### config.mk
export PLATFORM = sky130hd
export DESIGN_NAME = icwc_top
export DESIGN_NICKNAME = d
export VERILOG_FILES = /design/src/rtl/icwc_pkg.sv /design/src/rtl/icwc_save_mem.sv /design/src/rtl/icwc_top.sv
export VERILOG_INCLUDE_DIRS = /design/src /design/src/rtl
export SDC_FILE = /design/constraint.sdc
export NUM_CORES = 1
export LEC_CHECK = 0
export BUFFER_PORTS_ARGS = -buffer_cell sky130_fd_sc_hd__buf_2
export CAP_MARGIN = 15
export CORE_MARGIN = 2
export CORE_UTILIZATION = 56
export CTS_CLUSTER_DIAMETER = 60
export DETAILED_ROUTE_END_ITERATION = 6
export MAX_ROUTING_LAYER = met4
export PLACE_DENSITY = 0.94
export REMOVE_ABC_BUFFERS = 1
export SYNTH_ARGS = -nofsm -noshare
export SYNTH_HDL_FRONTEND = slang
export SYNTH_SLANG_ARGS = --single-unit
### constraint.sdc
create_clock -name core_clk -period 4.3 [get_ports core_clk]
set_clock_uncertainty 0.05 [all_clocks]
set_input_delay 0.215 -clock core_clk [delete_from_list [all_inputs] [get_ports core_clk]]
set_output_delay 0.215 -clock core_clk [all_outputs]
set_load 0.05 [all_outputs]
### src/rtl/icwc_consts.svh
// Constants of the idle clock and wake control block.
// Assumes a 100 MHz core clock; included by the package, the top module and the testbench.
`ifndef ICWC_CONSTS_SVH
`define ICWC_CONSTS_SVH

`define ICWC_CLK_MHZ        100
`define ICWC_CAL_LIMIT_MS   2000
`define ICWC_CAL_CYCLES     (`ICWC_CAL_LIMIT_MS * 1000 * `ICWC_CLK_MHZ)
`define ICWC_CAL_CNT_W      28
`define ICWC_GAIN_W         16
`define ICWC_OFS_W          16
`define ICWC_BW_W           2
`define ICWC_GAIN_THR1      16'h0064
`define ICWC_GAIN_THR2      16'h03e8
`define ICWC_GAIN_THR3      16'h2710
`define ICWC_DEV_ERR_NONE   8'h00
`define ICWC_DEV_ERR_CAL    8'h01
`define ICWC_ADDR_W         4
`define ICWC_REG_CTRL       4'h0
`define ICWC_REG_STATUS     4'h1
`define ICWC_REG_IRQ_STAT   4'h2
`define ICWC_REG_IRQ_MASK   4'h3
`define ICWC_REG_BW         4'h4
`define ICWC_REG_DEV_ERR    4'h5
`define ICWC_CTRL_AWAKE_BIT 0
`define ICWC_CTRL_CAL_BIT   1
`define ICWC_CTRL_BW_BIT    2
`define ICWC_IRQ_W          4
`define ICWC_IRQ_WAKE       0
`define ICWC_IRQ_CAL_DONE   1
`define ICWC_IRQ_CAL_FAIL   2
`define ICWC_IRQ_OVLD       3

`endif

### src/rtl/icwc_pkg.sv
// Types of the idle clock and wake control block.
// Assumes the constants header sits beside it.
`include "icwc_consts.svh"

package icwc_pkg;

   typedef enum logic [1:0] {
      ICWC_IDLE = 2'b00,
      ICWC_RUN  = 2'b01,
      ICWC_CAL  = 2'b11,
      ICWC_DONE = 2'b10
   } icwc_state_e;

   typedef struct packed {
      logic [`ICWC_GAIN_W-1:0] gain;
      logic [`ICWC_OFS_W-1:0]  offset;
   } icwc_setting_s;

   typedef struct packed {
      logic button;
      logic cal_buttons;
      logic link_active;
      logic reply_busy;
      logic adjust_busy;
      logic overload;
   } icwc_wake_s;

endpackage : icwc_pkg

### src/rtl/icwc_save_mem.sv
// Small store that keeps the setting saved before calibration.
// Assumes writes and reads on the single core clock; read data registered.
`timescale 1ns/100ps

module icwc_save_mem
   import icwc_pkg::*;
(
   // Clock and reset.
   input  wire logic          core_clk,
   input  wire logic          rst_n,
   // Write side.
   input  wire logic          wr_en,
   input  wire icwc_setting_s wr_data,
   // Read side.
   output icwc_setting_s      rd_data
);

   icwc_setting_s store_reg;
   icwc_setting_s store_next;
   icwc_setting_s rd_reg;

   always_comb begin
      store_next = wr_en ? wr_data : store_reg;
   end

   always_ff @(posedge core_clk or negedge rst_n) begin
      if (!rst_n) begin
         store_reg <= '0;
         rd_reg    <= '0;
      end else begin
         store_reg <= store_next;
         rd_reg    <= store_reg;
      end
   end

   assign rd_data = rd_reg;

endmodule : icwc_save_mem

### src/rtl/icwc_top.sv
// Idle clock and wake control: clock gating, calibration sequencing,
// bandwidth default and override, and a small register port.
// Assumes all inputs synchronous to core_clk; the calibration engine
// reports done or fail by pulses; settings are applied by the caller.
// Operation
// Halt clock when no work is pending.
// Wake on power-on, button, link, overload.
// Run until adjustment or reply finishes.
// Keep clock on throughout an overload.
// Keep-awake setting prevents any clock stop.
// Keep-awake clears to off at power-on.
// Calibrate on command or button combination.
// Calibration ends within two seconds.
// Restore gain and offset after calibration.
// Failed calibration records device error one.
// Host may override bandwidth setting.
// Button press restores default bandwidth.
// Power cycle or calibration restores default bandwidth.
// Four bandwidth settings from gain magnitude ranges.
// One merged wake request gates the clock.
`timescale 1ns/100ps
`include "icwc_consts.svh"

module icwc_top
   import icwc_pkg::*;
(
   // Clock and reset.
   input  wire logic                    core_clk,
   input  wire logic                    rst_n,
   // Wake sources, task status and current setting.
   input  wire icwc_wake_s              wake_in,
   input  wire icwc_setting_s           setting_in,
   // Calibration engine.
   input  wire logic                    cal_done,
   input  wire logic                    cal_fail,
   output logic                         cal_run,
   output logic                         cal_params_revert,
   // Setting restore and bandwidth.
   output logic                         setting_restore,
   output icwc_setting_s                setting_out,
   output logic [`ICWC_BW_W-1:0]        bw_sel,
   // Clock gating.
   output logic                         clk_enable,
   // Register port.
   input  wire logic [`ICWC_ADDR_W-1:0] reg_addr,
   input  wire logic [31:0]             reg_wdata,
   input  wire logic                    reg_wr,
   input  wire logic                    reg_rd,
   output logic [31:0]                  reg_rdata,
   // Interrupt.
   output logic                         irq
);

   function automatic logic [`ICWC_BW_W-1:0] bw_for_gain(
      input logic [`ICWC_GAIN_W-1:0] g);
      logic [`ICWC_GAIN_W-1:0] mag;
      mag = g[`ICWC_GAIN_W-1] ? (~g + 16'h0001) : g;
      if (mag < `ICWC_GAIN_THR1)
         bw_for_gain = 2'h0;
      else if (mag < `ICWC_GAIN_THR2)
         bw_for_gain = 2'h1;
      else if (mag < `ICWC_GAIN_THR3)
         bw_for_gain = 2'h2;
      else
         bw_for_gain = 2'h3;
   endfunction : bw_for_gain

   function automatic logic wr_hit(input logic [`ICWC_ADDR_W-1:0] a);
      wr_hit = reg_wr && (reg_addr == a);
   endfunction : wr_hit

   icwc_state_e                 state_reg;
   icwc_state_e                 state_next;
   logic [`ICWC_CAL_CNT_W-1:0]  cal_cnt_reg;
   logic [`ICWC_CAL_CNT_W-1:0]  cal_cnt_next;
   logic                        awake_reg;
   logic                        awake_next;
   logic                        bw_ovr_reg;
   logic                        bw_ovr_next;
   logic [`ICWC_BW_W-1:0]       bw_val_reg;
   logic [`ICWC_BW_W-1:0]       bw_val_next;
   logic [7:0]                  dev_err_reg;
   logic [7:0]                  dev_err_next;
   logic [`ICWC_IRQ_W-1:0]      irq_stat_reg;
   logic [`ICWC_IRQ_W-1:0]      irq_stat_next;
   logic [`ICWC_IRQ_W-1:0]      irq_mask_reg;
   logic [`ICWC_IRQ_W-1:0]      irq_mask_next;
   logic                        pwr_wake_reg;
   logic                        restore_reg;
   logic                        restore_next;
   logic                        revert_reg;
   logic                        revert_next;
   logic [31:0]                 rdata_reg;
   logic [31:0]                 rdata_next;
   logic                        cal_cmd;
   logic                        cal_start;
   logic                        cal_end;
   logic                        cal_timeout;
   logic                        busy;
   logic                        wake_evt;
   logic [`ICWC_IRQ_W-1:0]      events;
   icwc_setting_s               saved;

   // The saved setting is taken on the cycle calibration starts.
   icwc_save_mem u_save (
      .core_clk (core_clk),
      .rst_n    (rst_n),
      .wr_en    (cal_start),
      .wr_data  (setting_in),
      .rd_data  (saved)
   );

   assign cal_cmd = wr_hit(`ICWC_REG_CTRL) &&
                    reg_wdata[`ICWC_CTRL_CAL_BIT];
   assign cal_start = (state_reg != ICWC_CAL) &&
                      (cal_cmd || wake_in.cal_buttons);
   // A timeout counts as failure so the module never hangs.
   assign cal_timeout = (cal_cnt_reg == `ICWC_CAL_CNT_W'(`ICWC_CAL_CYCLES - 1));
   assign cal_end = (state_reg == ICWC_CAL) &&
                    (cal_done || cal_fail || cal_timeout);
   assign wake_evt = wake_in.button || wake_in.link_active ||
                     wake_in.overload || pwr_wake_reg;
   assign busy = wake_evt || wake_in.reply_busy ||
                 wake_in.adjust_busy || cal_start;

   // Sequencer state.
   always_comb begin
      state_next   = state_reg;
      cal_cnt_next = '0;
      case (state_reg)
         ICWC_IDLE: begin
            if (cal_start)
               state_next = ICWC_CAL;
            else if (busy)
               state_next = ICWC_RUN;
         end
         ICWC_RUN: begin
            if (cal_start)
               state_next = ICWC_CAL;
            else if (!busy)
               state_next = ICWC_IDLE;
         end
         ICWC_CAL: begin
            cal_cnt_next = cal_cnt_reg + `ICWC_CAL_CNT_W'(1);
            if (cal_end)
               state_next = ICWC_DONE;
         end
         ICWC_DONE: begin
            // A start request here must not be lost between two runs.
            if (cal_start)
               state_next = ICWC_CAL;
            else
               state_next = ICWC_RUN;
         end
         default: begin
            state_next = ICWC_IDLE;
         end
      endcase
   end

   // Settings, bandwidth, errors and restore pulses.
   always_comb begin
      awake_next   = awake_reg;
      bw_ovr_next  = bw_ovr_reg;
      bw_val_next  = bw_val_reg;
      dev_err_next = dev_err_reg;
      restore_next = 1'b0;
      revert_next  = 1'b0;
      if (wr_hit(`ICWC_REG_CTRL)) begin
         awake_next = reg_wdata[`ICWC_CTRL_AWAKE_BIT];
      end
      if (wr_hit(`ICWC_REG_BW)) begin
         bw_ovr_next = 1'b1;
         bw_val_next = reg_wdata[`ICWC_BW_W-1:0];
      end
      if (wake_in.button) begin
         bw_ovr_next = 1'b0;
      end
      if (cal_end) begin
         restore_next = 1'b1;
         bw_ovr_next  = 1'b0;
         if (cal_fail || cal_timeout) begin
            revert_next  = 1'b1;
            dev_err_next = `ICWC_DEV_ERR_CAL;
         end
      end
      if (reg_rd && reg_addr == `ICWC_REG_DEV_ERR) begin
         // Reading the error code clears it unless a new failure lands.
         if (!(cal_end && (cal_fail || cal_timeout)))
            dev_err_next = `ICWC_DEV_ERR_NONE;
      end
   end

   assign events = {wake_in.overload,
                    cal_end && (cal_fail || cal_timeout),
                    cal_end && cal_done && !cal_timeout,
                    wake_evt};

   // Sticky status is cleared by writing ones; a new event wins.
   always_comb begin
      irq_stat_next = irq_stat_reg;
      irq_mask_next = irq_mask_reg;
      if (wr_hit(`ICWC_REG_IRQ_STAT))
         irq_stat_next = irq_stat_reg & ~reg_wdata[`ICWC_IRQ_W-1:0];
      irq_stat_next = irq_stat_next | events;
      if (wr_hit(`ICWC_REG_IRQ_MASK))
         irq_mask_next = reg_wdata[`ICWC_IRQ_W-1:0];
   end

   // Read data appear only in the cycle after the read strobe.
   always_comb begin
      rdata_next = 32'h0000_0000;
      if (reg_rd) begin
         case (reg_addr)
            `ICWC_REG_CTRL:
               rdata_next = {31'h0, awake_reg};
            `ICWC_REG_STATUS:
               rdata_next = {28'h0, bw_ovr_reg, clk_enable, state_reg};
            `ICWC_REG_IRQ_STAT:
               rdata_next = {28'h0, irq_stat_reg};
            `ICWC_REG_IRQ_MASK:
               rdata_next = {28'h0, irq_mask_reg};
            `ICWC_REG_BW:
               rdata_next = {30'h0, bw_sel};
            `ICWC_REG_DEV_ERR:
               rdata_next = {24'h0, dev_err_reg};
            default:
               rdata_next = 32'h0000_0000;
         endcase
      end
   end

   always_ff @(posedge core_clk or negedge rst_n) begin
      if (!rst_n) begin
         state_reg    <= ICWC_IDLE;
         cal_cnt_reg  <= '0;
         awake_reg    <= 1'b0;
         bw_ovr_reg   <= 1'b0;
         bw_val_reg   <= '0;
         dev_err_reg  <= `ICWC_DEV_ERR_NONE;
         irq_stat_reg <= '0;
         irq_mask_reg <= '0;
         pwr_wake_reg <= 1'b1;
         restore_reg  <= 1'b0;
         revert_reg   <= 1'b0;
         rdata_reg    <= 32'h0000_0000;
      end else begin
         state_reg    <= state_next;
         cal_cnt_reg  <= cal_cnt_next;
         awake_reg    <= awake_next;
         bw_ovr_reg   <= bw_ovr_next;
         bw_val_reg   <= bw_val_next;
         dev_err_reg  <= dev_err_next;
         irq_stat_reg <= irq_stat_next;
         irq_mask_reg <= irq_mask_next;
         pwr_wake_reg <= 1'b0;
         restore_reg  <= restore_next;
         revert_reg   <= revert_next;
         rdata_reg    <= rdata_next;
      end
   end

   // The enable is combinational so a wake is never a cycle late.
   assign clk_enable = awake_reg || busy || (state_reg != ICWC_IDLE);
   assign bw_sel = bw_ovr_reg ? bw_val_reg : bw_for_gain(setting_in.gain);
   assign cal_run = (state_reg == ICWC_CAL);
   assign cal_params_revert = revert_reg;
   assign setting_restore = restore_reg;
   assign setting_out = saved;
   assign reg_rdata = rdata_reg;
   assign irq = |(irq_stat_reg & irq_mask_reg);
endmodule : icwc_top

# Word-level counts from Yosys, hierarchy flattened
# Cells that the tools add are included.
word_totals:
  register_bits: 149
  wordCells: 95
op_classes:
  add_sub_neg: 2
  n_lt_le_gt_ge: 3
  n_eq_ne: 13
  mux: 26
  n_bitwise: 5
  n_reduce_logical: 30
ops:
  columns: ["op", "count"]
  rows:
  - ["8-bit one-hot mux with 6 select lines", 1]
  - ["8-bit 2-to-1 mux", 5]
  - ["28-bit by 1-bit adder with 28-bit output (second input constant)", 1]
  - ["28-bit == test (second input constant)", 1]
  - ["28-bit 2-to-1 mux", 1]
  - ["2-bit 2-to-1 mux", 9]
  - ["16-bit by 1-bit adder with 16-bit output (second input constant)", 1]
  - ["16-bit by 10-bit < comparator with 1-bit output (second input constant)", 1]
  - ["16-bit by 14-bit < comparator with 1-bit output (second input constant)", 1]
  - ["16-bit by 7-bit < comparator with 1-bit output (second input constant)", 1]
  - ["16-bit 2-to-1 mux", 1]
  - ["16-bit NOT", 1]
  - ["1-bit logical OR", 12]
  - ["1-bit logical AND", 11]
  - ["4-bit bitwise AND", 2]
  - ["4-bit by 2-bit == test with 1-bit output (second input constant)", 2]
  - ["4-bit by 3-bit == test with 1-bit output (second input constant)", 2]
  - ["2-bit one-hot mux with 4 select lines", 1]
  - ["1-bit 2-to-1 mux", 7]
  - ["3-bit != test (second input constant)", 2]
  - ["2-bit == test (second input constant)", 2]
  - ["4-bit by 1-bit == test with 1-bit output (second input constant)", 1]
  - ["4-bit zero test", 1]
  - ["4-bit 2-to-1 mux", 1]
  - ["11 further kinds", 11]

# Longest topological paths before layout
depth:
  ltp_word: 10
  depth_mapped: 8

# Hierarchy
# Synthesis repeated with hierarchy kept, for this count alone.
hier_totals:
  hier_cells: 466
  hier_area_um2: 5575.3
modules_own_cells:
  columns: ["mod", "n_inst", "cells_per_inst", "area_each_um2"]
  rows:
  - ["icwc_top", 1, 366, 3429.5]
  - ["icwc_save_mem", 1, 100, 2145.8]

# Least setup slack after synthesis
# No wires, ideal clock.
synth_path:
  kind: "input-to-reg"
  from: "input port setting_in[21] (netlist bit)"
  to: "register rdata_reg[0], in the netlist reg_rdata[0]"
  setup_ps: 78
  arrival_ps: 2488
  setup_slack_ps: 1684
  cell_stages: 7
  n_path_buf: 1
  path_cell_list: "buf_6 or3_4 o31a_1 o41a_1 o211a_1 o31ai_2 o2bb2ai_1"
synth_via:
  elab_chain_len: 10
  elab_cells_between_ends: 12
  cone_classes: "add/sub: 1; order compare: 3; mux: 7; bitwise: 1"
synth_lines:
  columns: ["element", "line_no", "text"]
  rows:
  - ["from (decl)", "icwc_top.sv:32", "input wire icwc_setting_s setting_in,"]
  - ["16-bit NOT", "icwc_top.sv:57", "mag = g[`ICWC_GAIN_W-1] ? (~g + 16'h0001) : g;"]
  - ["16-bit by 1-bit adder with 16-bit output", "icwc_top.sv:57", null]
  - ["16-bit 2-to-1 mux *", "icwc_top.sv:57", null]
  - ["16-bit by 14-bit < comparator with 1-bit output (no line)", null, null]
  - ["1-bit 2-to-1 mux", "icwc_top.sv:62", "else if (mag < `ICWC_GAIN_THR3)"]
  - ["2-bit 2-to-1 mux", "icwc_top.sv:60", "else if (mag < `ICWC_GAIN_THR2)"]
  - ["2-bit 2-to-1 mux *", "icwc_top.sv:58", "if (mag < `ICWC_GAIN_THR1)"]
  - ["2-bit 2-to-1 mux *", "icwc_top.sv:265", "assign bw_sel = bw_ovr_reg ? bw_val_reg : bw_for_gain(setting_in.gain);"]
  - ["via bw_sel[0]", "icwc_top.sv:41", "output logic [`ICWC_BW_W-1:0] bw_sel,"]
  - ["8-bit one-hot mux with 6 select lines *", "icwc_top.sv:214", "case (reg_addr)"]
  - ["8-bit 2-to-1 mux *", "icwc_top.sv:213", "if (reg_rd) begin"]
  - ["via rdata_next[0]", "icwc_top.sv:94", "logic [31:0] rdata_next;"]
  - ["to (signal assigned)", "icwc_top.sv:259", "rdata_reg <= rdata_next;"]
  - ["to (decl)", "icwc_top.sv:93", "logic [31:0] rdata_reg;"]
# The timed path passes the listed nets; every way through them passes the cells marked *.
# A chain may end at the register's enable or synchronous reset.

# Worst setup path after layout
layout_path:
  from: "input port setting_in[16] (netlist bit)"
  to: "output port bw_sel[0]"
layout_via:
  elab_chain_len: 8
  elab_cells_between_ends: 10
  cone_classes: "add/sub: 1; order compare: 3; mux: 5; bitwise: 1"
layout_lines:
  columns: ["element", "line_no"]
  rows:
  - ["16-bit NOT", "icwc_top.sv:57"]
  - ["16-bit by 1-bit adder with 16-bit output", "icwc_top.sv:57"]
  - ["16-bit 2-to-1 mux *", "icwc_top.sv:57"]
  - ["16-bit by 14-bit < comparator with 1-bit output (no line)", null]
  - ["1-bit 2-to-1 mux", "icwc_top.sv:62"]
  - ["2-bit 2-to-1 mux", "icwc_top.sv:60"]
  - ["2-bit 2-to-1 mux *", "icwc_top.sv:58"]
  - ["2-bit 2-to-1 mux *", "icwc_top.sv:265"]
  - ["to (decl)", "icwc_top.sv:41"]
# Every way passes the cells marked *; elsewhere a longest branch is shown, timed or not.

==> results.toml <==
[detailed_routing]
vias_per_cell = 5.49
ant_nets = 0
wirelength_um = 12700
drc = 0
via_count = 4099
route.detailed.wl_per_inst_um = 17.0
initialDrtViolationCount = 314
drt_pass1_iterations = 5

[cts]
clkSinkCount = 125
worstSkewPairLatency_ns = 0.52
cts_resized = 0
clk_path_buf_depth = 2
path_clk_slew_ns = 0.06
htree_num_levels = 4
numCtsBuffers = 17
root_buffer = "clkbuf_8"
cts_tree = "done"

[setup_path]
worstSetupEndpoint = "bw_sel[0]"
r2r-end = "bw_ovr_reg"
cp-start-kind = "input pin"
crit_required_ns = 4.03
worstSetupPathType = "input pin to primary output"
reg2reg_depth = 8
crit_fanout = 5
end_kind = "primary output"
reg2reg_slack_ns = 1.41
crit_arrival_ns = 2.87
worst_r2r_startpoint = "cal_cnt_reg[0]"
startpoint = "setting_in[16]"

[floorplan]
rows = 35
die_w_um = 101
coreArea_um2 = 9240
die-height_um = 101
start_util = 0.575
io_pins = 151
dieArea_um2 = 10300

[grt]
grt_pass1_vias = 4364
grt_first_pass_wirelength_um = 21000
antenna_found_initial = 1
grt_overflow = 0
grt_max_degree = 61
grt_usage = 0.275

[sta]
layout_setup_ws_ns = 1.16
setup_violations = 0
period_share = 0.730
hold_ws_ns = 0.0255
relSlewSlack = 0.381
tightestPinTransition_ns = 0.927
slew_viol_final = 0
maxClockFrequency_ghz = 0.319
min_period_ns = 3.14
setup_tns_ns = 0
hold_viol = 0
rsz0062_at_grt = "no"

[power]
switchingPower_mw = 1.40
p_per_area_nw_per_um2 = 573
p_leak_nw = 3.15
sw_frac_of_total = 0.356
internal-power_mw = 2.54
ir_drop_mv = 0.445
p_seq_frac = 0.391
p_comb_frac = 0.248
clkPwrFrac = 0.361

[layout]
multi_input_area_um2 = 2030
final_common_cell = "dfrtp_1"
finalNonFillerCells = 747
drive_above_1_share = 0.288
stdcell_area_um2 = 6870
fill_cells = 545
num-nets-final = 685
ff_latch_area_um2 = 3130
mostFrequentLayoutCells = "124 x dfrtp_1, 97 x buf_2, 46 x nor2_1"
area_growth_pct = 29.4

[placement]
placed_cells = 671
post_dp_cell_area_um2 = 5850
place_ws_ns = 1.77
io_buffers = 98
gp_congestion = 0.848
post-dp-hpwl_um = 7880

[logic_synthesis]
ys_seq_elements = 125
synth_top_cell_area_share = 0.584
yosysWarnings = 0
synthTopCellsByArea = "dfrtp_1 58%, mux2_2 8.1%, buf_4 3.4%"
syn_inst = 453
synth_top_area_cell = "dfrtp_1"
synth_edf_count = 0
ys_seq_area_frac = 0.589
ys.flop_type = "dfrtp_1"
synth.distinct_cells = 52
ys_async_sr_fraction = 1.00
synthesis.area_um2 = 5310
avgSynthCellArea_um2 = 11.7

[job]
maxCapViolCount = 0

[outcome]
outcome = "complete, no violations"

[hold_path]
holdCritPathClass = "input pin to register"
[cells in the mapped netlist (all sizes together) (3+ instances only)]
master  instances
o21ai           6
a22oi           5
nand4           7
nor2b           9
nand2          33
buf            28
inv             4
nand3          24
and3           11
or3             6
a21oi           6
nor4            5
xnor2          10
clkbuf          8
o22ai           3
and4            3
nor3            7
mux2           42
nor2           47
xor2           17
and2           14
mux2i           4
dfrtp         124
o31ai           3
[per-stage QoR]
step | power, mW | util
final | 3.94 | 0.744
after global routing | 4.08 | 0.744
after CTS | 3.93 | 0.744
after detailed placement | 2.49 | 0.633
after global placement | 2.45 | 0.633
after floorplan | 2.22 | -
[power groups by stage]
stage / sequential [mW] / combinational [mW] / clock, mW
floorplan: 1.93 / 0.287 / 0
global placement: 1.54 / 0.919 / 0
finish: 1.54 / 0.977 / 1.42
detailed placement: 1.55 / 0.941 / 0
CTS: 1.53 / 0.973 / 1.43
global route: 1.56 / 1.02 / 1.49
[what timing repair did]
item | 4_1_cts | 5_1_grt
setup buffers | 0 | 0
hold endpoints to repair | 100 | 0
hold buffers | 43 | 0
[worst min path at each step]
stage	from	end	cells after the start
2_1_floorplan	rst_n	awake_reg	0
3_3_place_gp	rst_n	cal_cnt_reg[27]	1
3_5_place_dp	rst_n	cal_cnt_reg[25]	1
4_1_cts	setting_in[21]	u_save.store_reg[21]	2
5_1_grt	setting_in[20]	u_save.store_reg[20]	2
6_report	setting_in[20]	u_save.store_reg[20]	2
[layer usage]
metal	vias to the layer above	GRT usage	share of wire
li1	1840	-	-
met1	2038	0.319	0.39
met2	188	0.459	0.53
met3	33	0.0732	0.061
met4	0	0.108	0.023
met5	-	-	0
[worst max-delay path, cell delays in order]
cell and delay [ns]:
dlygate4sd3_1 0.54, buf_2 0.15, or3_1 0.42, o31a_1 0.31
o41a_1 0.34, o211a_1 0.25, o31ai_2 0.30, buf_2 0.34
[area by class of cell]
class / instances / area share
Tap cell: 129 / 0.0235
Inverter: 4 / 0.00218
Clock inverter: 15 / 0.0259
Multi-Input combinational cell: 312 / 0.295
Clock buffer: 17 / 0.0603
Timing Repair Buffer: 144 / 0.138
Antenna cell: 1 / 0.000364
Sequential cell: 125 / 0.455
[cell families after synthesis]
logic type / after synthesis / synth area share
buf+inv: 40 / 0.0474
simple gates: 173 / 0.165
fa+ha+maj: 1 / 0.00236
other cells: 1 / 0.000706
mux: 46 / 0.0966
compound gates: 40 / 0.0540
flops: 125 / 0.589
xor+xnor: 27 / 0.0445
Note: power is estimated with default switching activity, not from simulation.
